**src/inc/cpsif_pkg.sv**
```systemverilog
// Constants shared by the core-side control block and its CPU/peripheral end
package cpsif_pkg;
    localparam int PC_W   = 13;
    localparam int JMP_W  = 11;
    localparam int STK_N  = 8;
    localparam int STK_AW = 3;
    localparam int FA_W   = 9;
    localparam logic [8:0] ADR_FLAGS_A  = 9'h00c;
    localparam logic [8:0] ADR_FLAGS_B  = 9'h00d;
    localparam logic [8:0] ADR_ENA_A    = 9'h08c;
    localparam logic [8:0] ADR_ENA_B    = 9'h08d;
    localparam logic [8:0] ADR_RST_CAUSE = 9'h08e;
    localparam logic [8:0] ADR_PCL      = 9'h002;
    localparam logic [8:0] ADR_LATCH    = 9'h00a;
    localparam logic [8:0] ADR_INDIRECT = 9'h000;
    localparam logic [8:0] ADR_POINTER  = 9'h004;
    localparam logic [8:0] ADR_GLOBAL   = 9'h00b;
    localparam logic [7:0] FLAGS_A_MASK = 8'h4f;
    localparam logic [7:0] FLAGS_B_MASK = 8'h18;
    localparam logic [7:0] ENA_A_MASK   = 8'h4f;
    localparam logic [7:0] ENA_B_MASK   = 8'h18;
    localparam logic [7:0] RST_MASK     = 8'h03;
    localparam int B_CONV = 6;
    localparam int B_SER  = 3;
    localparam int B_CCP  = 2;
    localparam int B_PER  = 1;
    localparam int B_T1   = 0;
    localparam int B_NVM  = 4;
    localparam int B_BCOL = 3;
    localparam int B_POR  = 1;
    localparam int B_BOR  = 0;
    localparam int B_GIE  = 7;
    localparam int B_PERIPHERAL_GROUP_ENABLE = 6;
    localparam int B_BANK = 7;
    localparam int LATCH_HI = 4;
    localparam int LATCH_PG = 3;
    localparam logic [7:0] ZERO_BYTE = 8'h00;
    typedef enum logic [1:0] {CPSIF_CCP_CAPTURE, CPSIF_CCP_COMPARE, CPSIF_CCP_PWM} cpsif_ccp_t;
endpackage : cpsif_pkg
```
**src/inc/cpsif_if.sv**
```systemverilog
// Interface joining the CPU/peripheral end and the control block
`timescale 1ns/1ns
interface cpsif_if;
    logic [8:0]  fadr;
    logic [7:0]  wdata;
    logic        wr;
    logic        rd;
    logic [7:0]  rdata;
    logic [7:0]  status_in;
    logic        do_call;
    logic        do_goto;
    logic        do_irq_push;
    logic        do_return;
    logic        do_step;
    logic [10:0] jump_target;
    logic [12:0] pc;
    logic        irq;
    logic        ev_conv;
    logic        ev_ser;
    logic        ev_ccp_capture;
    logic        ev_ccp_compare;
    logic [1:0]  ccp_mode;
    logic        ev_period;
    logic        ev_t1_ovf;
    logic        ev_nvm;
    logic        ev_bcol;
    logic        por_event;
    logic        bor_event;
    modport core (input fadr, wdata, wr, rd, status_in, do_call, do_goto, do_irq_push,
                  do_return, do_step, jump_target, ev_conv, ev_ser, ev_ccp_capture,
                  ev_ccp_compare, ccp_mode, ev_period, ev_t1_ovf, ev_nvm, ev_bcol,
                  por_event, bor_event,
                  output rdata, pc, irq);
    modport cpu (output fadr, wdata, wr, rd, status_in, do_call, do_goto, do_irq_push,
                 do_return, do_step, jump_target, ev_conv, ev_ser, ev_ccp_capture,
                 ev_ccp_compare, ccp_mode, ev_period, ev_t1_ovf, ev_nvm, ev_bcol,
                 por_event, bor_event,
                 input rdata, pc, irq);
endinterface : cpsif_if

```
**src/hw/cpsif_core.sv**
```systemverilog
// Flag/enable registers, program counter, return stack and indirect addressing
// How it works
// RQ1 - Conversion done sets flags_a bit 6
// RQ2 - Serial transfer or bus event sets bit 3
// RQ3 - Capture/compare sets bit 2, not in PWM
// RQ4 - Timer2 period match sets bit 1
// RQ5 - Timer1 rollover sets bit 0
// RQ6 - Flags set regardless of enables; software clears
// RQ7 - Software clears flags before enabling, serial before exit
// RQ8 - Enables_b holds nvm bit 4, collision bit 3
// RQ9 - Memory write completion sets flags_b bit 4
// RQ10 - Master bus collision sets flags_b bit 3
// RQ11 - Unimplemented bits read zero; reserved written zero (latch bits 7:5 are kept and read back as written)
// RQ12 - Power-on reset clears status bit 1
// RQ13 - Brown-out reset clears status bit 0
// RQ14 - Thirteen-bit counter, upper bits only via latch
// RQ15 - Low byte write loads latch bits 4:0
// RQ16 - Call/goto: 11 bits, upper from latch 4:3
// RQ17 - Every reset clears counter upper bits
// RQ18 - Eight-entry stack, push call/irq, pop returns
// RQ19 - Stack wraps circularly, no overflow status
// RQ20 - Return restores full counter; latch untouched
// RQ21 - Indirect access uses bank bit and pointer
// RQ22 - Indirect self read zero, write ignored
// RQ23 - Interrupt needs individual, group, global enables
// RQ24 - Single-cycle access; hardware set beats clear
//
// Added by the designer: strobed register access.
`timescale 1ns/1ns
module cpsif_core #(
    parameter int DEPTH = cpsif_pkg::STK_N
) (
    input  wire logic ref_clk,
    input  wire logic rst_b,
    input  wire logic clk_en,
    cpsif_if.core     bus,
    output logic [8:0] file_adr,
    output logic [7:0] file_wdata,
    output logic       file_wr,
    input  wire logic [7:0] file_rdata,
    output logic [7:0] pointer_q,
    output logic [7:0] latch_q
);
    localparam int AW = $clog2(DEPTH);

    logic [7:0]  flags_a;
    logic [7:0]  flags_b;
    logic [7:0]  ena_a;
    logic [7:0]  ena_b;
    logic [7:0]  rst_cause;
    logic [7:0]  ctrl;
    logic [7:0]  pointer;
    logic [7:0]  latch;
    logic [12:0] pc;
    logic [12:0] stack [DEPTH];
    logic [AW-1:0] sp;
    logic [7:0]  rdata;
    logic        irq;
    logic [8:0]  fadr_q;
    logic [7:0]  fwd_q;
    logic        fwr_q;

    // Indirect location resolves to bank bit plus pointer
    wire         is_ind     = (bus.fadr == cpsif_pkg::ADR_INDIRECT);
    wire  [8:0]  ind_adr    = {bus.status_in[cpsif_pkg::B_BANK], pointer}; // [RQ21]
    wire         ind_self   = is_ind && (ind_adr == cpsif_pkg::ADR_INDIRECT);
    wire  [8:0]  eff_adr    = is_ind ? ind_adr : bus.fadr;
    wire         wr_ok      = bus.wr && !ind_self; // [RQ22]

    function automatic logic hit(input logic [8:0] a, input logic [8:0] r);
        hit = (a == r);
    endfunction : hit

    wire w_fa  = wr_ok && hit(eff_adr, cpsif_pkg::ADR_FLAGS_A);
    wire w_fb  = wr_ok && hit(eff_adr, cpsif_pkg::ADR_FLAGS_B);
    wire w_ea  = wr_ok && hit(eff_adr, cpsif_pkg::ADR_ENA_A);
    wire w_eb  = wr_ok && hit(eff_adr, cpsif_pkg::ADR_ENA_B);
    wire w_rc  = wr_ok && hit(eff_adr, cpsif_pkg::ADR_RST_CAUSE);
    wire w_pcl = wr_ok && hit(eff_adr, cpsif_pkg::ADR_PCL);
    wire w_lat = wr_ok && hit(eff_adr, cpsif_pkg::ADR_LATCH);
    wire w_ptr = wr_ok && hit(eff_adr, cpsif_pkg::ADR_POINTER);
    wire w_gl  = wr_ok && hit(eff_adr, cpsif_pkg::ADR_GLOBAL);
    wire local_hit = hit(eff_adr, cpsif_pkg::ADR_FLAGS_A) || hit(eff_adr, cpsif_pkg::ADR_FLAGS_B)
                  || hit(eff_adr, cpsif_pkg::ADR_ENA_A) || hit(eff_adr, cpsif_pkg::ADR_ENA_B)
                  || hit(eff_adr, cpsif_pkg::ADR_RST_CAUSE) || hit(eff_adr, cpsif_pkg::ADR_PCL)
                  || hit(eff_adr, cpsif_pkg::ADR_LATCH) || hit(eff_adr, cpsif_pkg::ADR_POINTER)
                  || hit(eff_adr, cpsif_pkg::ADR_GLOBAL);

    // Hardware events, capture/compare qualified by mode
    wire ccp_ev = (bus.ccp_mode == cpsif_pkg::CPSIF_CCP_CAPTURE && bus.ev_ccp_capture)
               || (bus.ccp_mode == cpsif_pkg::CPSIF_CCP_COMPARE && bus.ev_ccp_compare); // [RQ3]
    wire [7:0] set_a = ({7'h00, bus.ev_conv}   << cpsif_pkg::B_CONV)   // [RQ1]
                     | ({7'h00, bus.ev_ser}    << cpsif_pkg::B_SER)    // [RQ2]
                     | ({7'h00, ccp_ev}        << cpsif_pkg::B_CCP)
                     | ({7'h00, bus.ev_period} << cpsif_pkg::B_PER)    // [RQ4]
                     | ({7'h00, bus.ev_t1_ovf} << cpsif_pkg::B_T1);    // [RQ5]
    wire [7:0] set_b = ({7'h00, bus.ev_nvm}    << cpsif_pkg::B_NVM)    // [RQ9]
                     | ({7'h00, bus.ev_bcol}   << cpsif_pkg::B_BCOL);  // [RQ10]

    // Set wins over a same-cycle software write; enables never gate a set
    wire [7:0] next_flags_a = ((w_fa ? bus.wdata : flags_a) | set_a)
                            & cpsif_pkg::FLAGS_A_MASK; // [RQ6] [RQ24] [RQ11]
    wire [7:0] next_flags_b = ((w_fb ? bus.wdata : flags_b) | set_b)
                            & cpsif_pkg::FLAGS_B_MASK; // [RQ6] [RQ24] [RQ11]

    // Reset causes clear their status bit; software sets it back
    wire [7:0] rc_w = w_rc ? (bus.wdata & cpsif_pkg::RST_MASK) : rst_cause;
    wire [7:0] next_rst_cause = rc_w
        & ~({7'h00, bus.por_event} << cpsif_pkg::B_POR)  // [RQ12]
        & ~({7'h00, bus.bor_event} << cpsif_pkg::B_BOR); // [RQ13]

    // Any enabled pending peripheral flag, gated by group and global enables
    wire pend = |((flags_a & ena_a) | (flags_b & ena_b));
    wire next_irq = pend && ctrl[cpsif_pkg::B_PERIPHERAL_GROUP_ENABLE] && ctrl[cpsif_pkg::B_GIE]; // [RQ23]

    // Program counter sources; returns leave the latch alone
    wire [AW-1:0] sp_top = sp - 1'b1;
    wire push = bus.do_call || bus.do_irq_push;
    wire [12:0] pc_inc = pc + 13'h0001;
    wire [12:0] jmp_pc = {latch[cpsif_pkg::LATCH_HI:cpsif_pkg::LATCH_PG],
                          bus.jump_target}; // [RQ16]
    wire [12:0] next_pc = bus.do_return ? stack[sp_top] :                 // [RQ20]
                          (bus.do_call || bus.do_goto) ? jmp_pc :
                          w_pcl ? {latch[cpsif_pkg::LATCH_HI:0], bus.wdata} : // [RQ15]
                          bus.do_step ? pc_inc : pc;

    // Read mux: counter upper bits are not readable, only the low byte
    wire [7:0] rd_mux = ind_self ? cpsif_pkg::ZERO_BYTE :                 // [RQ22]
        hit(eff_adr, cpsif_pkg::ADR_FLAGS_A)   ? flags_a :
        hit(eff_adr, cpsif_pkg::ADR_FLAGS_B)   ? flags_b :
        hit(eff_adr, cpsif_pkg::ADR_ENA_A)     ? ena_a :
        hit(eff_adr, cpsif_pkg::ADR_ENA_B)     ? ena_b :
        hit(eff_adr, cpsif_pkg::ADR_RST_CAUSE) ? rst_cause :
        hit(eff_adr, cpsif_pkg::ADR_PCL)       ? pc[7:0] :                // [RQ14]
        hit(eff_adr, cpsif_pkg::ADR_LATCH)     ? latch :
        hit(eff_adr, cpsif_pkg::ADR_POINTER)   ? pointer :
        hit(eff_adr, cpsif_pkg::ADR_GLOBAL)    ? ctrl : file_rdata;

    // Register file and counter; reset clears counter upper bits too
    always_ff @(posedge ref_clk or negedge rst_b) begin
        if (!rst_b) begin
            flags_a   <= 8'h00;
            flags_b   <= 8'h00;
            ena_a     <= 8'h00;
            ena_b     <= 8'h00;
            rst_cause <= 8'h03;
            ctrl      <= 8'h00;
            pointer   <= 8'h00;
            latch     <= 8'h00;
            pc        <= 13'h0000; // [RQ17]
            irq       <= 1'b0;
            rdata     <= 8'h00;
        end else if (clk_en) begin
            flags_a   <= next_flags_a;
            flags_b   <= next_flags_b;
            rst_cause <= next_rst_cause;
            pc        <= next_pc;
            irq       <= next_irq;
            if (bus.rd) rdata <= rd_mux;
            if (w_ea)  ena_a   <= bus.wdata & cpsif_pkg::ENA_A_MASK;
            if (w_eb)  ena_b   <= bus.wdata & cpsif_pkg::ENA_B_MASK; // [RQ8]
            if (w_gl)  ctrl    <= bus.wdata;
            if (w_ptr) pointer <= bus.wdata;
            if (w_lat) latch   <= bus.wdata;
        end
    end

    // Circular stack: pointer wraps silently, ninth push overwrites the first
    always_ff @(posedge ref_clk or negedge rst_b) begin
        if (!rst_b) begin
            sp <= '0;
        end else if (clk_en) begin
            if (push) sp <= sp + 1'b1;               // [RQ18] [RQ19]
            else if (bus.do_return) sp <= sp_top;    // [RQ18]
        end
    end

    // Stack storage; return address is the next instruction for a call
    always_ff @(posedge ref_clk) begin
        if (clk_en && push) stack[sp] <= bus.do_call ? pc_inc : pc; // [RQ18]
    end

    // Pass-through to external file registers, registered for timing
    always_ff @(posedge ref_clk or negedge rst_b) begin
        if (!rst_b) begin
            fadr_q <= 9'h000;
            fwd_q  <= 8'h00;
            fwr_q  <= 1'b0;
        end else if (clk_en) begin
            fadr_q <= eff_adr;
            fwd_q  <= bus.wdata;
            fwr_q  <= wr_ok && !local_hit;
        end
    end

    assign bus.rdata  = rdata;
    assign bus.pc     = pc;
    assign bus.irq    = irq;
    assign file_adr   = fadr_q;
    assign file_wdata = fwd_q;
    assign file_wr    = fwr_q;
    assign pointer_q  = pointer;
    assign latch_q    = latch;
endmodule : cpsif_core

```
**src/flat_wrapper.sv**
```systemverilog
// flat-port wrapper written by rule: the top's interface ports become plain ports
module cpsif_core_flat 
#(
    parameter int DEPTH = cpsif_pkg::STK_N
)
  (ref_clk, rst_b, clk_en, file_adr, file_wdata, file_wr, file_rdata, pointer_q, latch_q, bus_fadr, bus_wdata, bus_wr, bus_rd, bus_status_in, bus_do_call, bus_do_goto, bus_do_irq_push, bus_do_return, bus_do_step, bus_jump_target, bus_ev_conv, bus_ev_ser, bus_ev_ccp_capture, bus_ev_ccp_compare, bus_ccp_mode, bus_ev_period, bus_ev_t1_ovf, bus_ev_nvm, bus_ev_bcol, bus_por_event, bus_bor_event, bus_rdata, bus_pc, bus_irq);
  cpsif_if bus_i ();
  input  wire logic ref_clk;
  input  wire logic rst_b;
  input  wire logic clk_en;
  output logic [8:0] file_adr;
  output logic [7:0] file_wdata;
  output logic file_wr;
  input  wire logic [7:0] file_rdata;
  output logic [7:0] pointer_q;
  output logic [7:0] latch_q;
  input wire logic [$bits(bus_i.fadr)-1:0] bus_fadr;
  input wire logic [$bits(bus_i.wdata)-1:0] bus_wdata;
  input wire logic [$bits(bus_i.wr)-1:0] bus_wr;
  input wire logic [$bits(bus_i.rd)-1:0] bus_rd;
  input wire logic [$bits(bus_i.status_in)-1:0] bus_status_in;
  input wire logic [$bits(bus_i.do_call)-1:0] bus_do_call;
  input wire logic [$bits(bus_i.do_goto)-1:0] bus_do_goto;
  input wire logic [$bits(bus_i.do_irq_push)-1:0] bus_do_irq_push;
  input wire logic [$bits(bus_i.do_return)-1:0] bus_do_return;
  input wire logic [$bits(bus_i.do_step)-1:0] bus_do_step;
  input wire logic [$bits(bus_i.jump_target)-1:0] bus_jump_target;
  input wire logic [$bits(bus_i.ev_conv)-1:0] bus_ev_conv;
  input wire logic [$bits(bus_i.ev_ser)-1:0] bus_ev_ser;
  input wire logic [$bits(bus_i.ev_ccp_capture)-1:0] bus_ev_ccp_capture;
  input wire logic [$bits(bus_i.ev_ccp_compare)-1:0] bus_ev_ccp_compare;
  input wire logic [$bits(bus_i.ccp_mode)-1:0] bus_ccp_mode;
  input wire logic [$bits(bus_i.ev_period)-1:0] bus_ev_period;
  input wire logic [$bits(bus_i.ev_t1_ovf)-1:0] bus_ev_t1_ovf;
  input wire logic [$bits(bus_i.ev_nvm)-1:0] bus_ev_nvm;
  input wire logic [$bits(bus_i.ev_bcol)-1:0] bus_ev_bcol;
  input wire logic [$bits(bus_i.por_event)-1:0] bus_por_event;
  input wire logic [$bits(bus_i.bor_event)-1:0] bus_bor_event;
  output wire logic [$bits(bus_i.rdata)-1:0] bus_rdata;
  output wire logic [$bits(bus_i.pc)-1:0] bus_pc;
  output wire logic [$bits(bus_i.irq)-1:0] bus_irq;
  assign bus_i.fadr = bus_fadr;
  assign bus_i.wdata = bus_wdata;
  assign bus_i.wr = bus_wr;
  assign bus_i.rd = bus_rd;
  assign bus_i.status_in = bus_status_in;
  assign bus_i.do_call = bus_do_call;
  assign bus_i.do_goto = bus_do_goto;
  assign bus_i.do_irq_push = bus_do_irq_push;
  assign bus_i.do_return = bus_do_return;
  assign bus_i.do_step = bus_do_step;
  assign bus_i.jump_target = bus_jump_target;
  assign bus_i.ev_conv = bus_ev_conv;
  assign bus_i.ev_ser = bus_ev_ser;
  assign bus_i.ev_ccp_capture = bus_ev_ccp_capture;
  assign bus_i.ev_ccp_compare = bus_ev_ccp_compare;
  assign bus_i.ccp_mode = bus_ccp_mode;
  assign bus_i.ev_period = bus_ev_period;
  assign bus_i.ev_t1_ovf = bus_ev_t1_ovf;
  assign bus_i.ev_nvm = bus_ev_nvm;
  assign bus_i.ev_bcol = bus_ev_bcol;
  assign bus_i.por_event = bus_por_event;
  assign bus_i.bor_event = bus_bor_event;
  assign bus_rdata = bus_i.rdata;
  assign bus_pc = bus_i.pc;
  assign bus_irq = bus_i.irq;
  cpsif_core #(.DEPTH(DEPTH)) u_core (.ref_clk(ref_clk), .rst_b(rst_b), .clk_en(clk_en), .bus(bus_i), .file_adr(file_adr), .file_wdata(file_wdata), .file_wr(file_wr), .file_rdata(file_rdata), .pointer_q(pointer_q), .latch_q(latch_q));
endmodule
```
**config.mk**
```make
export PLATFORM = sky130hd
export DESIGN_NAME = cpsif_core_flat
export DESIGN_NICKNAME = d
export VERILOG_FILES = /design/src/inc/cpsif_pkg.sv /design/src/inc/cpsif_if.sv /design/src/hw/cpsif_core.sv /design/src/flat_wrapper.sv
export SDC_FILE = /design/constraint.sdc
export NUM_CORES = 1
export LEC_CHECK = 0
export ABC_AREA = 1
export ABC_CLOCK_PERIOD_IN_PS = 3400
export BUFFER_PORTS_ARGS = -buffer_cell sky130_fd_sc_hd__buf_2
export CORE_UTILIZATION = 45
export CTS_CLUSTER_SIZE = 24
export DETAILED_ROUTE_END_ITERATION = 6
export GPL_ROUTABILITY_DRIVEN = 0
export SLEW_MARGIN = 30
export SYNTH_ARGS = -nofsm -noshare
export SYNTH_HDL_FRONTEND = slang
export SYNTH_SLANG_ARGS = --single-unit
```
**constraint.sdc**
```tcl
create_clock -name ref_clk -period 3.4 [get_ports ref_clk]
set_input_delay 0 -clock ref_clk [delete_from_list [all_inputs] [get_ports ref_clk]]
set_output_delay 0 -clock ref_clk [all_outputs]
set_load 0.03 [all_outputs]
```
==> metrics.json, run 1 <==
{
  "status": {
    "status": "finished clean"
  },
  "setup_path": {
    "worst-r2r-cell-count": 13,
    "timing.critical_path.to": "u_core.bus.pc[4]",
    "setup.worst_path.start_class": "input pin",
    "worst_r2r_endpoint": "u_core.bus.pc[4]",
    "cp.arrival_ns": 3.34,
    "crit_path_end_kind": "flop",
    "timing_worst_setup_path_type": "input pin to flop",
    "cp_max_fo": 11,
    "critical_path_required_ns": 3.71,
    "critPathLaunch": "bus_fadr[8]",
    "r2r_slack_ns": 0.57,
    "r2r-start": "u_core.pointer_q[4]"
  },
  "floorplan": {
    "initial_utilization_pct": 46.3,
    "rows": 51,
    "core_area_um2": 19600,
    "die_height_um": 144,
    "fp.dieW_um": 144,
    "pin_count": 122,
    "die_area_um2": 20700
  },
  "clocking": {
    "h-tree-depth": 4,
    "cts.sinks": 187,
    "cts_max_path_buffers": 2,
    "worst_skew_late_latency_ns": 0.44,
    "tritoncts_clock_tree": "yes",
    "worst_setup_hold_path_clk_slew_ns": 0.07,
    "cts_root_buf": "sky130_fd_sc_hd__clkbuf_16",
    "total_clock_buffers_created_by_cts": 17
  },
  "finish": {
    "syn_to_final_growth_pct": 21.1,
    "post-route-util_pct": 56.1,
    "design_area_um2": 11000,
    "antenna-diode-count": 0,
    "layout.nets": 1261,
    "drive_above_1_share_pct": 16.5
  },
  "synth": {
    "post_synth.cell_area_avg_um2": 8.76,
    "yosys_warnings": 0,
    "yosysSeqAreaShare_pct": 57.3,
    "synthCells": 1036,
    "synthesis_stage_register_bit_count": 187,
    "ys_types": 42,
    "mappedNetlistNets": 1105,
    "mappedNetlistArea_um2": 9070
  },
  "sta": {
    "timing.setup.tns_ns": 0,
    "grt_setup_unrepaired": "no",
    "fin_crit_sh_pct": 89.2,
    "clock.fmax_mhz": 330,
    "finalHoldViolations": 0,
    "timing.final.crit_period_ns": 3.03,
    "setup_violations": 0,
    "tightestPinTransition_ns": 0.929,
    "report.final.slew_viol_count": 0,
    "slew_headroom_pct": 37.4,
    "final.setup_skew_ns": 0.00799,
    "timing.hold.ws_ns": 0.00636
  },
  "route": {
    "via_count": 7839,
    "via_per_inst": 5.33,
    "violation_count_after_the_first_detailed_routing_iteration": 702,
    "routed_wl_mm": 25.7,
    "wire_per_inst_um": 17.5,
    "drt_drc_violations_left": 0,
    "detailedRoute.firstPassIterationCount": 5,
    "antenna_left": 0
  },
  "placed_design": {
    "placed_area_um2": 9990,
    "dp_hpwl_mm": 17.9,
    "place.port_buffers": 114
  },
  "pwr": {
    "power.density_nw_per_um2": 724,
    "power_report.internal_total_mw": 4.85,
    "power.sequential.fraction_pct": 38.8,
    "power_frac_clock_pct": 26.1,
    "power.switching_mw": 3.10,
    "irDropWorstVdd_mv": 0.481,
    "power.share.switching_pct": 39.0,
    "p_total_mw": 7.95,
    "power_frac_comb_pct": 35.1,
    "static-leakage-power_nw": 4.83
  },
  "grt": {
    "grt_remaining_overflow": 0,
    "grt_antenna_before_repair": 0,
    "grt_use_total_pct": 25.9,
    "grt_first_pass_wirelength_mm": 39.4,
    "largest_net_degree_at_the_start_of_global_routing": 62,
    "first_global_vias": 7040
  },
  "worst_hold_path": {
    "hp-class": "input pin to flop"
  },
  "job": {
    "drv_cap": 0
  }
}
==> worst max-delay path: stages <==
cell                            delay, ns
sky130_fd_sc_hd__dlygate4sd3_1       0.54
sky130_fd_sc_hd__buf_2               0.13
sky130_fd_sc_hd__nor2_1              0.09
sky130_fd_sc_hd__nand2_1             0.10
sky130_fd_sc_hd__nor2_4              0.24
sky130_fd_sc_hd__nand3_2             0.14
sky130_fd_sc_hd__nand2_1             0.14
sky130_fd_sc_hd__nand2_1             0.12
sky130_fd_sc_hd__nor2_4              0.27
sky130_fd_sc_hd__nand2_4             0.09
sky130_fd_sc_hd__nor3_4              0.32
sky130_fd_sc_hd__nand2_2             0.21
sky130_fd_sc_hd__o21ai_1             0.17
sky130_fd_sc_hd__nand2_1             0.06
sky130_fd_sc_hd__dlygate4sd3_1       0.56
sky130_fd_sc_hd__nand2_1             0.06
sky130_fd_sc_hd__a22oi_1             0.07
==> logic make-up (layout without fill, tap and decap cells) <==
group	Yosys count	count (layout)	synth area share [%]
and+or+nand+nor	467	467	21.1
AOI/OAI and AO/OA	239	239	14.4
DFF	187	187	57.3
buffers and inverters	127	296	5.43
xor gates and xnor gates	13	13	1.26
adders and majority gates	3	3	0.414
==> power by group through the flow <==
stage | Sequential, mW | Combinational, mW | Clock [mW]
floorplan | 3.30 | 1.62 | 0
global placement | 3.13 | 2.75 | 0
detailed placement | 3.13 | 2.77 | 0
CTS | 3.08 | 2.81 | 2.10
global route | 3.12 | 3.11 | 2.18
finish | 3.08 | 2.79 | 2.07
==> worst min path at each step <==
stage / start / end / cells after the start
finish: bus_wdata[0] / u_core.bus.pc[0] / 5
global route: clk_en / u_core.flags_b[3] / 4
detailed placement: rst_b / u_core.bus.rdata[3] / 1
global placement: rst_b / u_core.bus.rdata[4] / 1
floorplan: rst_b / u_core.bus.irq / 0
CTS: bus_wdata[0] / u_core.bus.pc[0] / 5
==> final cells by class <==
class	count	area (um2)
Clock buffer	18	429
Clock inverter	14	183
Fill cell	1823	8610
Inverter	90	338
Multi-Input combinational cell	722	3390
Sequential cell	187	5200
Tap cell	265	332
Timing Repair Buffer	174	1110
==> Yosys cell counts <==
| cell type | number | area, um2 |
|---|---|---|
| sky130_fd_sc_hd__nand3_1 | 28 | 140 |
| sky130_fd_sc_hd__xor2_1 | 9 | 78.8 |
| sky130_fd_sc_hd__o21ai_1 | 9 | 45.0 |
| sky130_fd_sc_hd__nand2_4 | 2 | 22.5 |
| sky130_fd_sc_hd__edfxtp_1 | 104 | 3120 |
| sky130_fd_sc_hd__nand2_1 | 259 | 972 |
| sky130_fd_sc_hd__buf_2 | 4 | 20.0 |
| sky130_fd_sc_hd__buf_6 | 1 | 11.3 |
| sky130_fd_sc_hd__o21ai_0 | 151 | 756 |
| sky130_fd_sc_hd__clkinv_1 | 4 | 15.0 |
| sky130_fd_sc_hd__nor2_4 | 3 | 33.8 |
| sky130_fd_sc_hd__nor2_1 | 142 | 533 |
| sky130_fd_sc_hd__xnor2_1 | 4 | 35.0 |
| sky130_fd_sc_hd__a221oi_1 | 1 | 8.76 |
| sky130_fd_sc_hd__dfstp_2 | 2 | 52.6 |
| sky130_fd_sc_hd__a21oi_1 | 30 | 150 |
| sky130_fd_sc_hd__a22o_1 | 2 | 17.5 |
| sky130_fd_sc_hd__nand4_1 | 9 | 56.3 |
| sky130_fd_sc_hd__nand3b_1 | 3 | 22.5 |
| sky130_fd_sc_hd__o41ai_1 | 1 | 8.76 |
| sky130_fd_sc_hd__dfrtp_1 | 81 | 2030 |
| sky130_fd_sc_hd__nor4_1 | 2 | 12.5 |
| sky130_fd_sc_hd__clkbuf_1 | 31 | 116 |
| sky130_fd_sc_hd__a31oi_1 | 13 | 81.3 |
| sky130_fd_sc_hd__o31ai_1 | 1 | 7.51 |
| sky130_fd_sc_hd__nor2_2 | 5 | 31.3 |
| sky130_fd_sc_hd__o22ai_1 | 13 | 81.3 |
| sky130_fd_sc_hd__a22oi_2 | 2 | 25.0 |
| sky130_fd_sc_hd__a21oi_2 | 1 | 8.76 |
| sky130_fd_sc_hd__nand2_2 | 5 | 31.3 |
| sky130_fd_sc_hd__nor3_1 | 6 | 30.0 |
| sky130_fd_sc_hd__inv_1 | 81 | 304 |
| sky130_fd_sc_hd__a21o_2 | 1 | 8.76 |
| sky130_fd_sc_hd__o221ai_1 | 3 | 26.3 |
| sky130_fd_sc_hd__or2_0 | 1 | 6.26 |
| sky130_fd_sc_hd__buf_4 | 1 | 7.51 |
| sky130_fd_sc_hd__a22oi_1 | 7 | 52.6 |
| sky130_fd_sc_hd__o211ai_1 | 4 | 30.0 |
| sky130_fd_sc_hd__inv_2 | 5 | 18.8 |
| sky130_fd_sc_hd__ha_1 | 3 | 37.5 |
| sky130_fd_sc_hd__nand3_2 | 1 | 10.0 |
| sky130_fd_sc_hd__nor3_4 | 1 | 16.3 |
==> registers in the layout (all words and copies together) (netlist names), 2 cells and up <==
name / count
u_core.flags_b: 2
u_core.file_wdata: 8
u_core.flags_a: 5
u_core.file_adr: 9
u_core.latch_q: 8
u_core.ctrl: 8
u_core.bus.pc: 13
u_core.sp: 3
u_core.stack: 104
u_core.bus.rdata: 8
u_core.pointer_q: 8
u_core.rst_cause: 2
u_core.ena_b: 2
u_core.ena_a: 5
==> layer usage <==
metal  vias to the layer above  part of all wire (%)  GRT usage, %
li1                       3803                     -             -
met5                         -                     0             0
met3                        28                   6.4          3.48
met2                       280                    45          39.2
met4                         0                   1.2          7.39
met1                      3728                    47          38.8
==> layout by cell type (no fill, tap or decap), types with 7 or more instances in the layout <==
cell type and count:
sky130_fd_sc_hd__nand2_1 259, sky130_fd_sc_hd__o21ai_0 148, sky130_fd_sc_hd__nor2_1 142, sky130_fd_sc_hd__buf_2 113, sky130_fd_sc_hd__edfxtp_1 104, sky130_fd_sc_hd__inv_1 81
sky130_fd_sc_hd__dfrtp_1 81, sky130_fd_sc_hd__dlygate4sd3_1 35, sky130_fd_sc_hd__a21oi_1 30, sky130_fd_sc_hd__nand3_1 28, sky130_fd_sc_hd__buf_4 26, sky130_fd_sc_hd__clkbuf_16 17
sky130_fd_sc_hd__o22ai_1 13, sky130_fd_sc_hd__a31oi_1 13, sky130_fd_sc_hd__o21ai_1 12, sky130_fd_sc_hd__nand4_1 9, sky130_fd_sc_hd__xor2_1 9, sky130_fd_sc_hd__a22oi_1 7
==> through the flow <==
| step | setup slack (ns) | cells |
|---|---|---|
| after floorplan | 0.851 | 1036 |
| final | 0.366 | 1470 |
| after global placement | 0.816 | 1399 |
| after CTS | 0.308 | 1466 |
| after global routing | 0.0868 | 1470 |
| after detailed placement | 0.721 | 1399 |
==> repair_timing <==
item,in CTS,in global routing
hold endpoints to repair,93,0
buffers inserted,0,4
gates resized for setup,0,1
hold buffers,35,0
endpoints found under the setup margin,0,1
No activity file was read; power rests on OpenSTA's default activity.
==> run 2, diff against run 1 <==
--- a/config.mk
+++ b/config.mk
@@ -6,12 +6,13 @@
 export NUM_CORES = 1
 export LEC_CHECK = 0
 export ABC_AREA = 1
-export ABC_CLOCK_PERIOD_IN_PS = 3400
+export ABC_CLOCK_PERIOD_IN_PS = 3200
 export BUFFER_PORTS_ARGS = -buffer_cell sky130_fd_sc_hd__buf_2
 export CORE_UTILIZATION = 45
 export CTS_CLUSTER_SIZE = 24
 export DETAILED_ROUTE_END_ITERATION = 6
 export GPL_ROUTABILITY_DRIVEN = 0
+export PLACE_DENSITY = 0.75
 export SLEW_MARGIN = 30
 export SYNTH_ARGS = -nofsm -noshare
 export SYNTH_HDL_FRONTEND = slang
==> constraint.sdc (replaced) <==
create_clock -name ref_clk -period 3.2 [get_ports ref_clk]
set_input_delay 0 -clock ref_clk [delete_from_list [all_inputs] [get_ports ref_clk]]
set_output_delay 0 -clock ref_clk [all_outputs]
set_load 0.03 [all_outputs]
==> run 2 against run 1 <==
Via count grew 1.4%. Critical path type unchanged. Routed wire length shrank 0.38%. Register-to-register slack lost 0.05 ns. Critical path depth shrank 1. Setup slack lost 0.057 ns.
==> metrics.json, run 2 (synthesis results as in run 1) <==
{
  "route": {
    "drt_drc_violations_left": {"value": 0, "change": "unchanged"},
    "routed_wl": {"value": 25.6, "unit": "mm", "change": "-0.38%"},
    "via_per_inst": {"value": 5.43, "change": "+1.8%"},
    "violation_count_after_the_first_detailed_routing_iteration": {"value": 964, "change": "+37%"},
    "detailedRoute.firstPassIterationCount": {"value": 6, "change": "+1"},
    "via_count": {"value": 7948, "change": "+1.4%"},
    "wire_per_inst": {"value": 17.5, "unit": "um", "change": "about the same"},
    "antenna_left": {"value": 0, "change": "unchanged"}
  },
  "grt": {
    "largest_net_degree_at_the_start_of_global_routing": {"value": 84, "change": "+35%"},
    "grt_first_pass_wirelength": {"value": 39.1, "unit": "mm", "change": "-0.77%"},
    "first_global_vias": {"value": 7052, "change": "+0.17%"},
    "grt_remaining_overflow": {"value": 0, "change": "unchanged"},
    "grt_use_total": {"value": 25.6, "unit": "%", "change": "-0.36 points"},
    "grt_antenna_before_repair": {"value": 0, "change": "unchanged"}
  },
  "clocking": {
    "cts.sinks": {"value": 187, "change": "unchanged"},
    "total_clock_buffers_created_by_cts": {"value": 17, "change": "unchanged"},
    "cts_max_path_buffers": {"value": 2, "change": "unchanged"},
    "tritoncts_clock_tree": "yes",
    "worst_skew_late_latency": {"value": 0.44, "unit": "ns", "change": "about the same"},
    "cts_root_buf": "sky130_fd_sc_hd__clkbuf_16",
    "h-tree-depth": {"value": 4, "change": "unchanged"},
    "worst_setup_hold_path_clk_slew": {"value": 0.07, "unit": "ns", "change": "about the same"}
  },
  "finish": {
    "highest_count_cells_in_the_layout_ignoring_fill_and_taps": "sky130_fd_sc_hd__nand2_1, sky130_fd_sc_hd__o21ai_0, sky130_fd_sc_hd__nor2_1",
    "layout.nets": {"value": 1255, "change": "-0.48%"},
    "design_area": {"value": 10900, "unit": "um2", "change": "-0.88%"},
    "antenna-diode-count": {"value": 0, "change": "unchanged"},
    "syn_to_final_growth_pct": 20.0,
    "multi_input_area": {"value": 3380, "unit": "um2", "change": "-0.37%"},
    "drive_above_1_share": {"value": 16.0, "unit": "%", "change": "-0.50 points"},
    "layoutNonFillerInstCount": {"value": 1464, "change": "-0.41%"},
    "post-route-util": {"value": 55.6, "unit": "%", "change": "-0.49 points"},
    "leading_cell_type_in_the_layout_fill_and_taps_excluded": "sky130_fd_sc_hd__nand2_1",
    "largest_register_ffs": {"value": 104, "change": "unchanged"},
    "num-fill-cells": {"value": 1755, "change": "-3.7%"},
    "top_register": "u_core.stack",
    "register_area": {"value": 5200, "unit": "um2", "change": "unchanged"}
  },
  "sta": {
    "slew_headroom": {"value": 37.8, "unit": "%", "change": "+0.42 points"},
    "timing.setup.tns": {"value": 0, "unit": "ns", "change": "unchanged"},
    "fin_crit_sh_pct": 90.3,
    "clock.fmax_mhz": 346,
    "grt_setup_unrepaired": "no",
    "report.final.slew_viol_count": {"value": 0, "change": "unchanged"},
    "setup_violations": {"value": 0, "change": "unchanged"},
    "postLayoutSetupSlackWorst": {"value": 0.309, "unit": "ns", "change": "-0.0570 ns"},
    "final.setup_skew": {"value": 0.00871, "unit": "ns", "change": "+0.000721 ns"},
    "finalHoldViolations": {"value": 0, "change": "unchanged"},
    "tightestPinTransition": {"value": 0.923, "unit": "ns", "change": "-0.00630 ns"},
    "timing.final.crit_period_ns": 2.89
  },
  "floorplan": {
    "rows": {"value": 51, "change": "unchanged"},
    "fp.dieW": {"value": 144, "unit": "um", "change": "unchanged"},
    "pin_count": {"value": 122, "change": "unchanged"},
    "die_height": {"value": 144, "unit": "um", "change": "unchanged"},
    "die_area": {"value": 20700, "unit": "um2", "change": "unchanged"},
    "core_area": {"value": 19600, "unit": "um2", "change": "unchanged"},
    "initial_utilization": {"value": 46.3, "unit": "%", "change": "unchanged"}
  },
  "status": {
    "status": "finished clean"
  },
  "pwr": {
    "static-leakage-power": {"value": 4.76, "unit": "nW", "change": "-1.5%"},
    "power.density": {"value": 765, "unit": "nW/um2", "change": "+5.7%"},
    "power.switching": {"value": 3.27, "unit": "mW", "change": "+5.7%"},
    "power_report.internal_total": {"value": 5.05, "unit": "mW", "change": "+4.2%"},
    "power_frac_clock": {"value": 24.6, "unit": "%", "change": "-1.5 points"},
    "power.share.switching": {"value": 39.3, "unit": "%", "change": "+0.33 points"},
    "power_frac_comb": {"value": 35.7, "unit": "%", "change": "+0.6 points"},
    "irDropWorstVdd": {"value": 0.612, "unit": "mV", "change": "+27%"},
    "power.sequential.fraction": {"value": 39.7, "unit": "%", "change": "+0.9 points"}
  },
  "job": {
    "drv_cap": {"value": 0, "change": "unchanged"}
  },
  "worst_hold_path": {
    "hp-class": "input pin to flop"
  },
  "placed_design": {
    "placement.setup.worst_slack": {"value": 0.608, "unit": "ns", "change": "-0.113 ns"},
    "dp_hpwl": {"value": 17.8, "unit": "mm", "change": "-0.97%"},
    "place_inst": {"value": 1398, "change": "-0.071%"},
    "place.port_buffers": {"value": 114, "change": "unchanged"},
    "placed_area": {"value": 9980, "unit": "um2", "change": "-0.11%"}
  },
  "setup_path": {
    "timing_worst_setup_path_type": "input pin to flop",
    "setup.worst_path.start_class": "input pin",
    "critical_path_required": {"value": 3.55, "unit": "ns", "change": "-0.16 ns"},
    "cp.arrival": {"value": 3.25, "unit": "ns", "change": "-0.09 ns"},
    "cp_max_fo": {"value": 11, "change": "unchanged"},
    "crit_path_end_kind": "flop"
  }
}
[run 2: path summary, 6_finish.rpt]
kind	from	to	slack, ns	depth (start not counted)
max	bus_fadr[5]	u_core.flags_a[3]	0.31	16
min	clk_en	u_core.flags_b[3]	0.01	3
max reg2reg	u_core.pointer_q[3]	u_core.flags_a[3]	0.52	11
min reg2reg	u_core.bus.rdata[0]	u_core.bus.rdata[0]	0.48	2
max in group asynchronous	rst_b	u_core.latch_q[5]	2.50	2
min in group asynchronous	rst_b	u_core.bus.rdata[6]	0.19	2
[run 2: power by group through the flow]
stage | combinational, mW | clock (mW) | sequential, mW
global route | 3.29 | 2.18 | 3.33
global placement | 2.85 | 0 | 3.33
CTS | 2.97 | 2.07 | 3.29
detailed placement | 2.93 | 0 | 3.34
finish | 2.97 | 2.05 | 3.30
floorplan | 1.72 | 0 | 3.50
[run 2: per-layer routing]
metal	global-route usage, %	part of all wire, %	vias up
met4	9.07	2.9	0
li1	-	-	3786
met5	0	0	-
met1	36.5	43	3713
met3	6.29	9.1	49
met2	37.7	45	400
[run 2: area by class of cell]
| cell class | count | area share (%) |
|---|---|---|
| Sequential cell | 187 | 47.8 |
| Clock buffer | 19 | 3.98 |
| Multi-Input combinational cell | 722 | 31.0 |
| Timing Repair Buffer | 168 | 9.80 |
| Inverter | 90 | 3.10 |
| Tap cell | 265 | 3.05 |
| Clock inverter | 13 | 1.28 |
[run 2: repair_timing]
item / CTS / global route
hold buffers: 34 / 0
endpoints found under the hold margin: 114 / 0
buffers inserted: 0 / 0
resized for setup: 0 / 0
[run 2: critical path: stages]
cell	delay (ns)
sky130_fd_sc_hd__dlygate4sd3_1	0.55
sky130_fd_sc_hd__buf_2	0.14
sky130_fd_sc_hd__nor2_1	0.09
sky130_fd_sc_hd__nand2_1	0.07
sky130_fd_sc_hd__nor2_2	0.36
sky130_fd_sc_hd__nand3_2	0.16
sky130_fd_sc_hd__a21oi_1	0.23
sky130_fd_sc_hd__nand2_1	0.13
sky130_fd_sc_hd__nor2_1	0.14
sky130_fd_sc_hd__nand2_1	0.14
sky130_fd_sc_hd__nor2_1	0.19
sky130_fd_sc_hd__nand2_1	0.18
sky130_fd_sc_hd__inv_1	0.14
sky130_fd_sc_hd__a22oi_1	0.07
sky130_fd_sc_hd__dlygate4sd3_1	0.56
sky130_fd_sc_hd__o21ai_0	0.07
[run 2: stage by stage]
stage          total power [mW]  hold slack, ns
3_3_place_gp               6.18           0.246
6_report                   8.33          0.0131
2_1_floorplan              5.23          -0.296
3_5_place_dp               6.26           0.114
4_1_cts                    8.33         0.00285
5_1_grt                    8.80          0.0210
==> run 3, diff against run 2 <==
--- a/config.mk
+++ b/config.mk
@@ -6,7 +6,7 @@
 export NUM_CORES = 1
 export LEC_CHECK = 0
 export ABC_AREA = 1
-export ABC_CLOCK_PERIOD_IN_PS = 3200
+export ABC_CLOCK_PERIOD_IN_PS = 2800
 export BUFFER_PORTS_ARGS = -buffer_cell sky130_fd_sc_hd__buf_2
 export CORE_UTILIZATION = 45
 export CTS_CLUSTER_SIZE = 24
==> constraint.sdc (replaced) <==
create_clock -name ref_clk -period 2.8 [get_ports ref_clk]
set_input_delay 0 -clock ref_clk [delete_from_list [all_inputs] [get_ports ref_clk]]
set_output_delay 0 -clock ref_clk [all_outputs]
set_load 0.03 [all_outputs]
==> run 3 against run 2 <==
Setup slack lost 0.14 ns. Clock power rose by 17%. Cell count increased by 1.8%. Register-to-register slack worse by 0.28 ns. Clock skew grew 0.0010 ns. Die area stayed put. Highest routed layer unchanged. Flip-flop and latch count did not move. Critical path depth rose by 3. Routed wire length is 3.1% higher. Combinational power increased by 20%. Cell area rose by 2.6%. Worst hold slack improved by 0.0025 ns. Largest power group unchanged.
==> metrics.json, run 3 (synthesis results as in run 1) <==
{
  "status": {
    "status": "finished clean"
  },
  "sta": {
    "final.setup_skew": {"value": 0.00972, "unit": "ns", "change": "+0.00100 ns"},
    "finalHoldViolations": {"value": 0, "change": "unchanged"},
    "timing.final.crit_period_ns": 2.63,
    "report.final.slew_viol_count": {"value": 0, "change": "unchanged"},
    "postLayoutSetupSlackWorst": {"value": 0.166, "unit": "ns", "change": "-0.144 ns"},
    "slew_headroom": {"value": 39.7, "unit": "%", "change": "+1.9 points"},
    "tightestPinTransition": {"value": 0.895, "unit": "ns", "change": "-0.0282 ns"},
    "grt_setup_unrepaired": "yes",
    "fin_crit_sh_pct": 94.1,
    "setup_violations": {"value": 0, "change": "unchanged"},
    "clock.fmax_mhz": 380
  },
  "floorplan": {
    "initial_utilization": {"value": 46.3, "unit": "%", "change": "unchanged"},
    "core_area": {"value": 19600, "unit": "um2", "change": "unchanged"},
    "pin_count": {"value": 122, "change": "unchanged"},
    "rows": {"value": 51, "change": "unchanged"},
    "fp.dieW": {"value": 144, "unit": "um", "change": "unchanged"},
    "die_area": {"value": 20700, "unit": "um2", "change": "unchanged"},
    "die_height": {"value": 144, "unit": "um", "change": "unchanged"}
  },
  "setup_path": {
    "cp_slowest_cell": "sky130_fd_sc_hd__dlygate4sd3_1",
    "critical_path.max_stage_delay": {"value": 0.55, "unit": "ns", "change": "about the same"},
    "cp_max_fo": {"value": 14, "change": "+3"},
    "r2r_slack": {"value": 0.24, "unit": "ns", "change": "-0.28 ns"},
    "timing_worst_setup_path_type": "input pin to flop",
    "crit_path_end_kind": "flop",
    "crit_path_cell_trace": "dlygate4sd3_1, buf_2, nor2_1, nand2_1, nor2_2, buf_4, nand2_1, nand2_2, inv_1, nand2_1, nor3_2, nand2_1, nand2_1, inv_2, nand2_1, nand2_1, buf_12, nor2_1, a22oi_2",
    "critical_path_required": {"value": 3.12, "unit": "ns", "change": "-0.43 ns"},
    "critical-path-top-cell-by-count": "sky130_fd_sc_hd__nand2_1",
    "setup.worst_path.start_class": "input pin",
    "cp.arrival": {"value": 2.95, "unit": "ns", "change": "-0.30 ns"}
  },
  "worst_hold_path": {
    "hp-class": "input pin to flop"
  },
  "route": {
    "via_per_inst": {"value": 5.51, "change": "+1.4%"},
    "via_count": {"value": 8211, "change": "+3.3%"},
    "detailedRoute.firstPassIterationCount": {"value": 5, "change": "-1"},
    "wire_per_inst": {"value": 17.7, "unit": "um", "change": "+1.3%"},
    "violation_count_after_the_first_detailed_routing_iteration": {"value": 866, "change": "-10%"},
    "routed_wl": {"value": 26.4, "unit": "mm", "change": "+3.1%"},
    "drt_drc_violations_left": {"value": 0, "change": "unchanged"},
    "antenna_left": {"value": 0, "change": "unchanged"}
  },
  "clocking": {
    "worst_setup_hold_path_clk_slew": {"value": 0.07, "unit": "ns", "change": "about the same"},
    "cts_max_path_buffers": {"value": 2, "change": "unchanged"},
    "h-tree-depth": {"value": 4, "change": "unchanged"},
    "cts.sinks": {"value": 187, "change": "unchanged"},
    "worst_skew_late_latency": {"value": 0.44, "unit": "ns", "change": "about the same"},
    "tritoncts_clock_tree": "yes",
    "cts_root_buf": "sky130_fd_sc_hd__clkbuf_16",
    "total_clock_buffers_created_by_cts": {"value": 17, "change": "unchanged"}
  },
  "pwr": {
    "power_report.internal_total": {"value": 5.86, "unit": "mW", "change": "+16%"},
    "power.sequential.fraction": {"value": 38.7, "unit": "%", "change": "-1.0 points"},
    "static-leakage-power": {"value": 4.91, "unit": "nW", "change": "+3.2%"},
    "power.switching": {"value": 3.82, "unit": "mW", "change": "+17%"},
    "power_frac_clock": {"value": 24.6, "unit": "%", "change": "about the same"},
    "power_frac_comb": {"value": 36.7, "unit": "%", "change": "+1.0 points"},
    "power.density": {"value": 867, "unit": "nW/um2", "change": "+13%"},
    "power.share.switching": {"value": 39.5, "unit": "%", "change": "+0.16 points"},
    "irDropWorstVdd": {"value": 0.607, "unit": "mV", "change": "-0.80%"}
  },
  "finish": {
    "syn_to_final_growth_pct": 23.1,
    "multi_input_area": {"value": 3420, "unit": "um2", "change": "+1.3%"},
    "drive_above_1_share": {"value": 18.7, "unit": "%", "change": "+2.7 points"},
    "layout.nets": {"value": 1282, "change": "+2.2%"},
    "antenna-diode-count": {"value": 0, "change": "unchanged"},
    "leading_cell_type_in_the_layout_fill_and_taps_excluded": "sky130_fd_sc_hd__nand2_1",
    "register_area": {"value": 5200, "unit": "um2", "change": "unchanged"},
    "top_register": "u_core.stack",
    "post-route-util": {"value": 57.0, "unit": "%", "change": "+1.4 points"},
    "largest_register_ffs": {"value": 104, "change": "unchanged"},
    "layoutNonFillerInstCount": {"value": 1491, "change": "+1.8%"},
    "num-fill-cells": {"value": 1714, "change": "-2.3%"},
    "highest_count_cells_in_the_layout_ignoring_fill_and_taps": "sky130_fd_sc_hd__nand2_1, sky130_fd_sc_hd__o21ai_0, sky130_fd_sc_hd__nor2_1"
  },
  "placed_design": {
    "placement.setup.worst_slack": {"value": 0.241, "unit": "ns", "change": "-0.367 ns"},
    "place_inst": {"value": 1413, "change": "+1.1%"},
    "place.port_buffers": {"value": 114, "change": "unchanged"},
    "dp_hpwl": {"value": 18.2, "unit": "mm", "change": "+2.3%"}
  },
  "grt": {
    "grt_first_pass_wirelength": {"value": 39.8, "unit": "mm", "change": "+1.7%"},
    "first_global_vias": {"value": 7508, "change": "+6.5%"},
    "grt_antenna_before_repair": {"value": 0, "change": "unchanged"},
    "grt_use_total": {"value": 25.8, "unit": "%", "change": "+0.26 points"},
    "largest_net_degree_at_the_start_of_global_routing": {"value": 55, "change": "-35%"},
    "grt_remaining_overflow": {"value": 0, "change": "unchanged"}
  },
  "job": {
    "drv_cap": {"value": 0, "change": "unchanged"}
  }
}
[run 3: worst paths after layout]
kind,to,start,depth (start not counted)
max,u_core.bus.pc[5],bus_fadr[8],19
min,u_core.bus.pc[0],bus_wdata[0],5
max reg2reg,u_core.flags_a[3],u_core.pointer_q[3],12
min reg2reg,u_core.rst_cause[1],u_core.rst_cause[1],2
max in group asynchronous,u_core.bus.pc[4],rst_b,3
min in group asynchronous,u_core.bus.rdata[3],rst_b,2
[run 3: area by class of cell]
| class | count | area share, % |
|---|---|---|
| Tap cell | 265 | 2.97 |
| Clock buffer | 17 | 3.81 |
| Multi-Input combinational cell | 723 | 30.6 |
| Clock inverter | 15 | 1.43 |
| Sequential cell | 187 | 46.6 |
| Inverter | 90 | 3.02 |
| Timing Repair Buffer | 194 | 11.6 |
[run 3: power groups by stage]
stage	sequential (mW)	combinational [mW]	clock, mW
after floorplan	4.00	1.97	0
after global placement	3.78	3.37	0
after detailed placement	3.79	3.46	0
after CTS	3.74	3.53	2.41
after global routing	3.77	3.90	2.52
final	3.75	3.55	2.39
[run 3: repair_timing]
item,CTS,global route
hold buffers,37,0
gates resized for setup,0,13
endpoints found under the setup margin,0,41
endpoints found under the hold margin,91,0
setup buffers,0,8
[run 3: critical path, delay by kind of cell]
kind,cells,cell delay [ns]
and+or+nand+nor,12,1.55
buffers and inverters,6,1.35
AOI/OAI and AO/OA,1,0.07
[run 3: metrics by stage]
| step | setup TNS, ns | area [um2] | power [mW] | hold WS [ns] |
|---|---|---|---|---|
| 6_report | 0 | 11200 | 9.69 | 0.0156 |
| 5_1_grt | -0.0534 | 11200 | 10.2 | 0.0525 |
| 4_1_cts | 0 | 11100 | 9.67 | 0.000324 |
| 3_5_place_dp | 0 | 10100 | 7.25 | -0.0190 |
| 3_3_place_gp | 0 | 10100 | 7.15 | -0.0241 |
| 2_1_floorplan | 0 | 9070 | 5.97 | -0.296 |
[run 3: routing by layer]
| metal | wire length [um] | GRT usage (%) |
|---|---|---|
| met2 | 11700 | 39.0 |
| met4 | 971 | 10.8 |
| met3 | 2480 | 5.86 |
| met1 | 11200 | 35.8 |
| met5 | 0 | 0 |
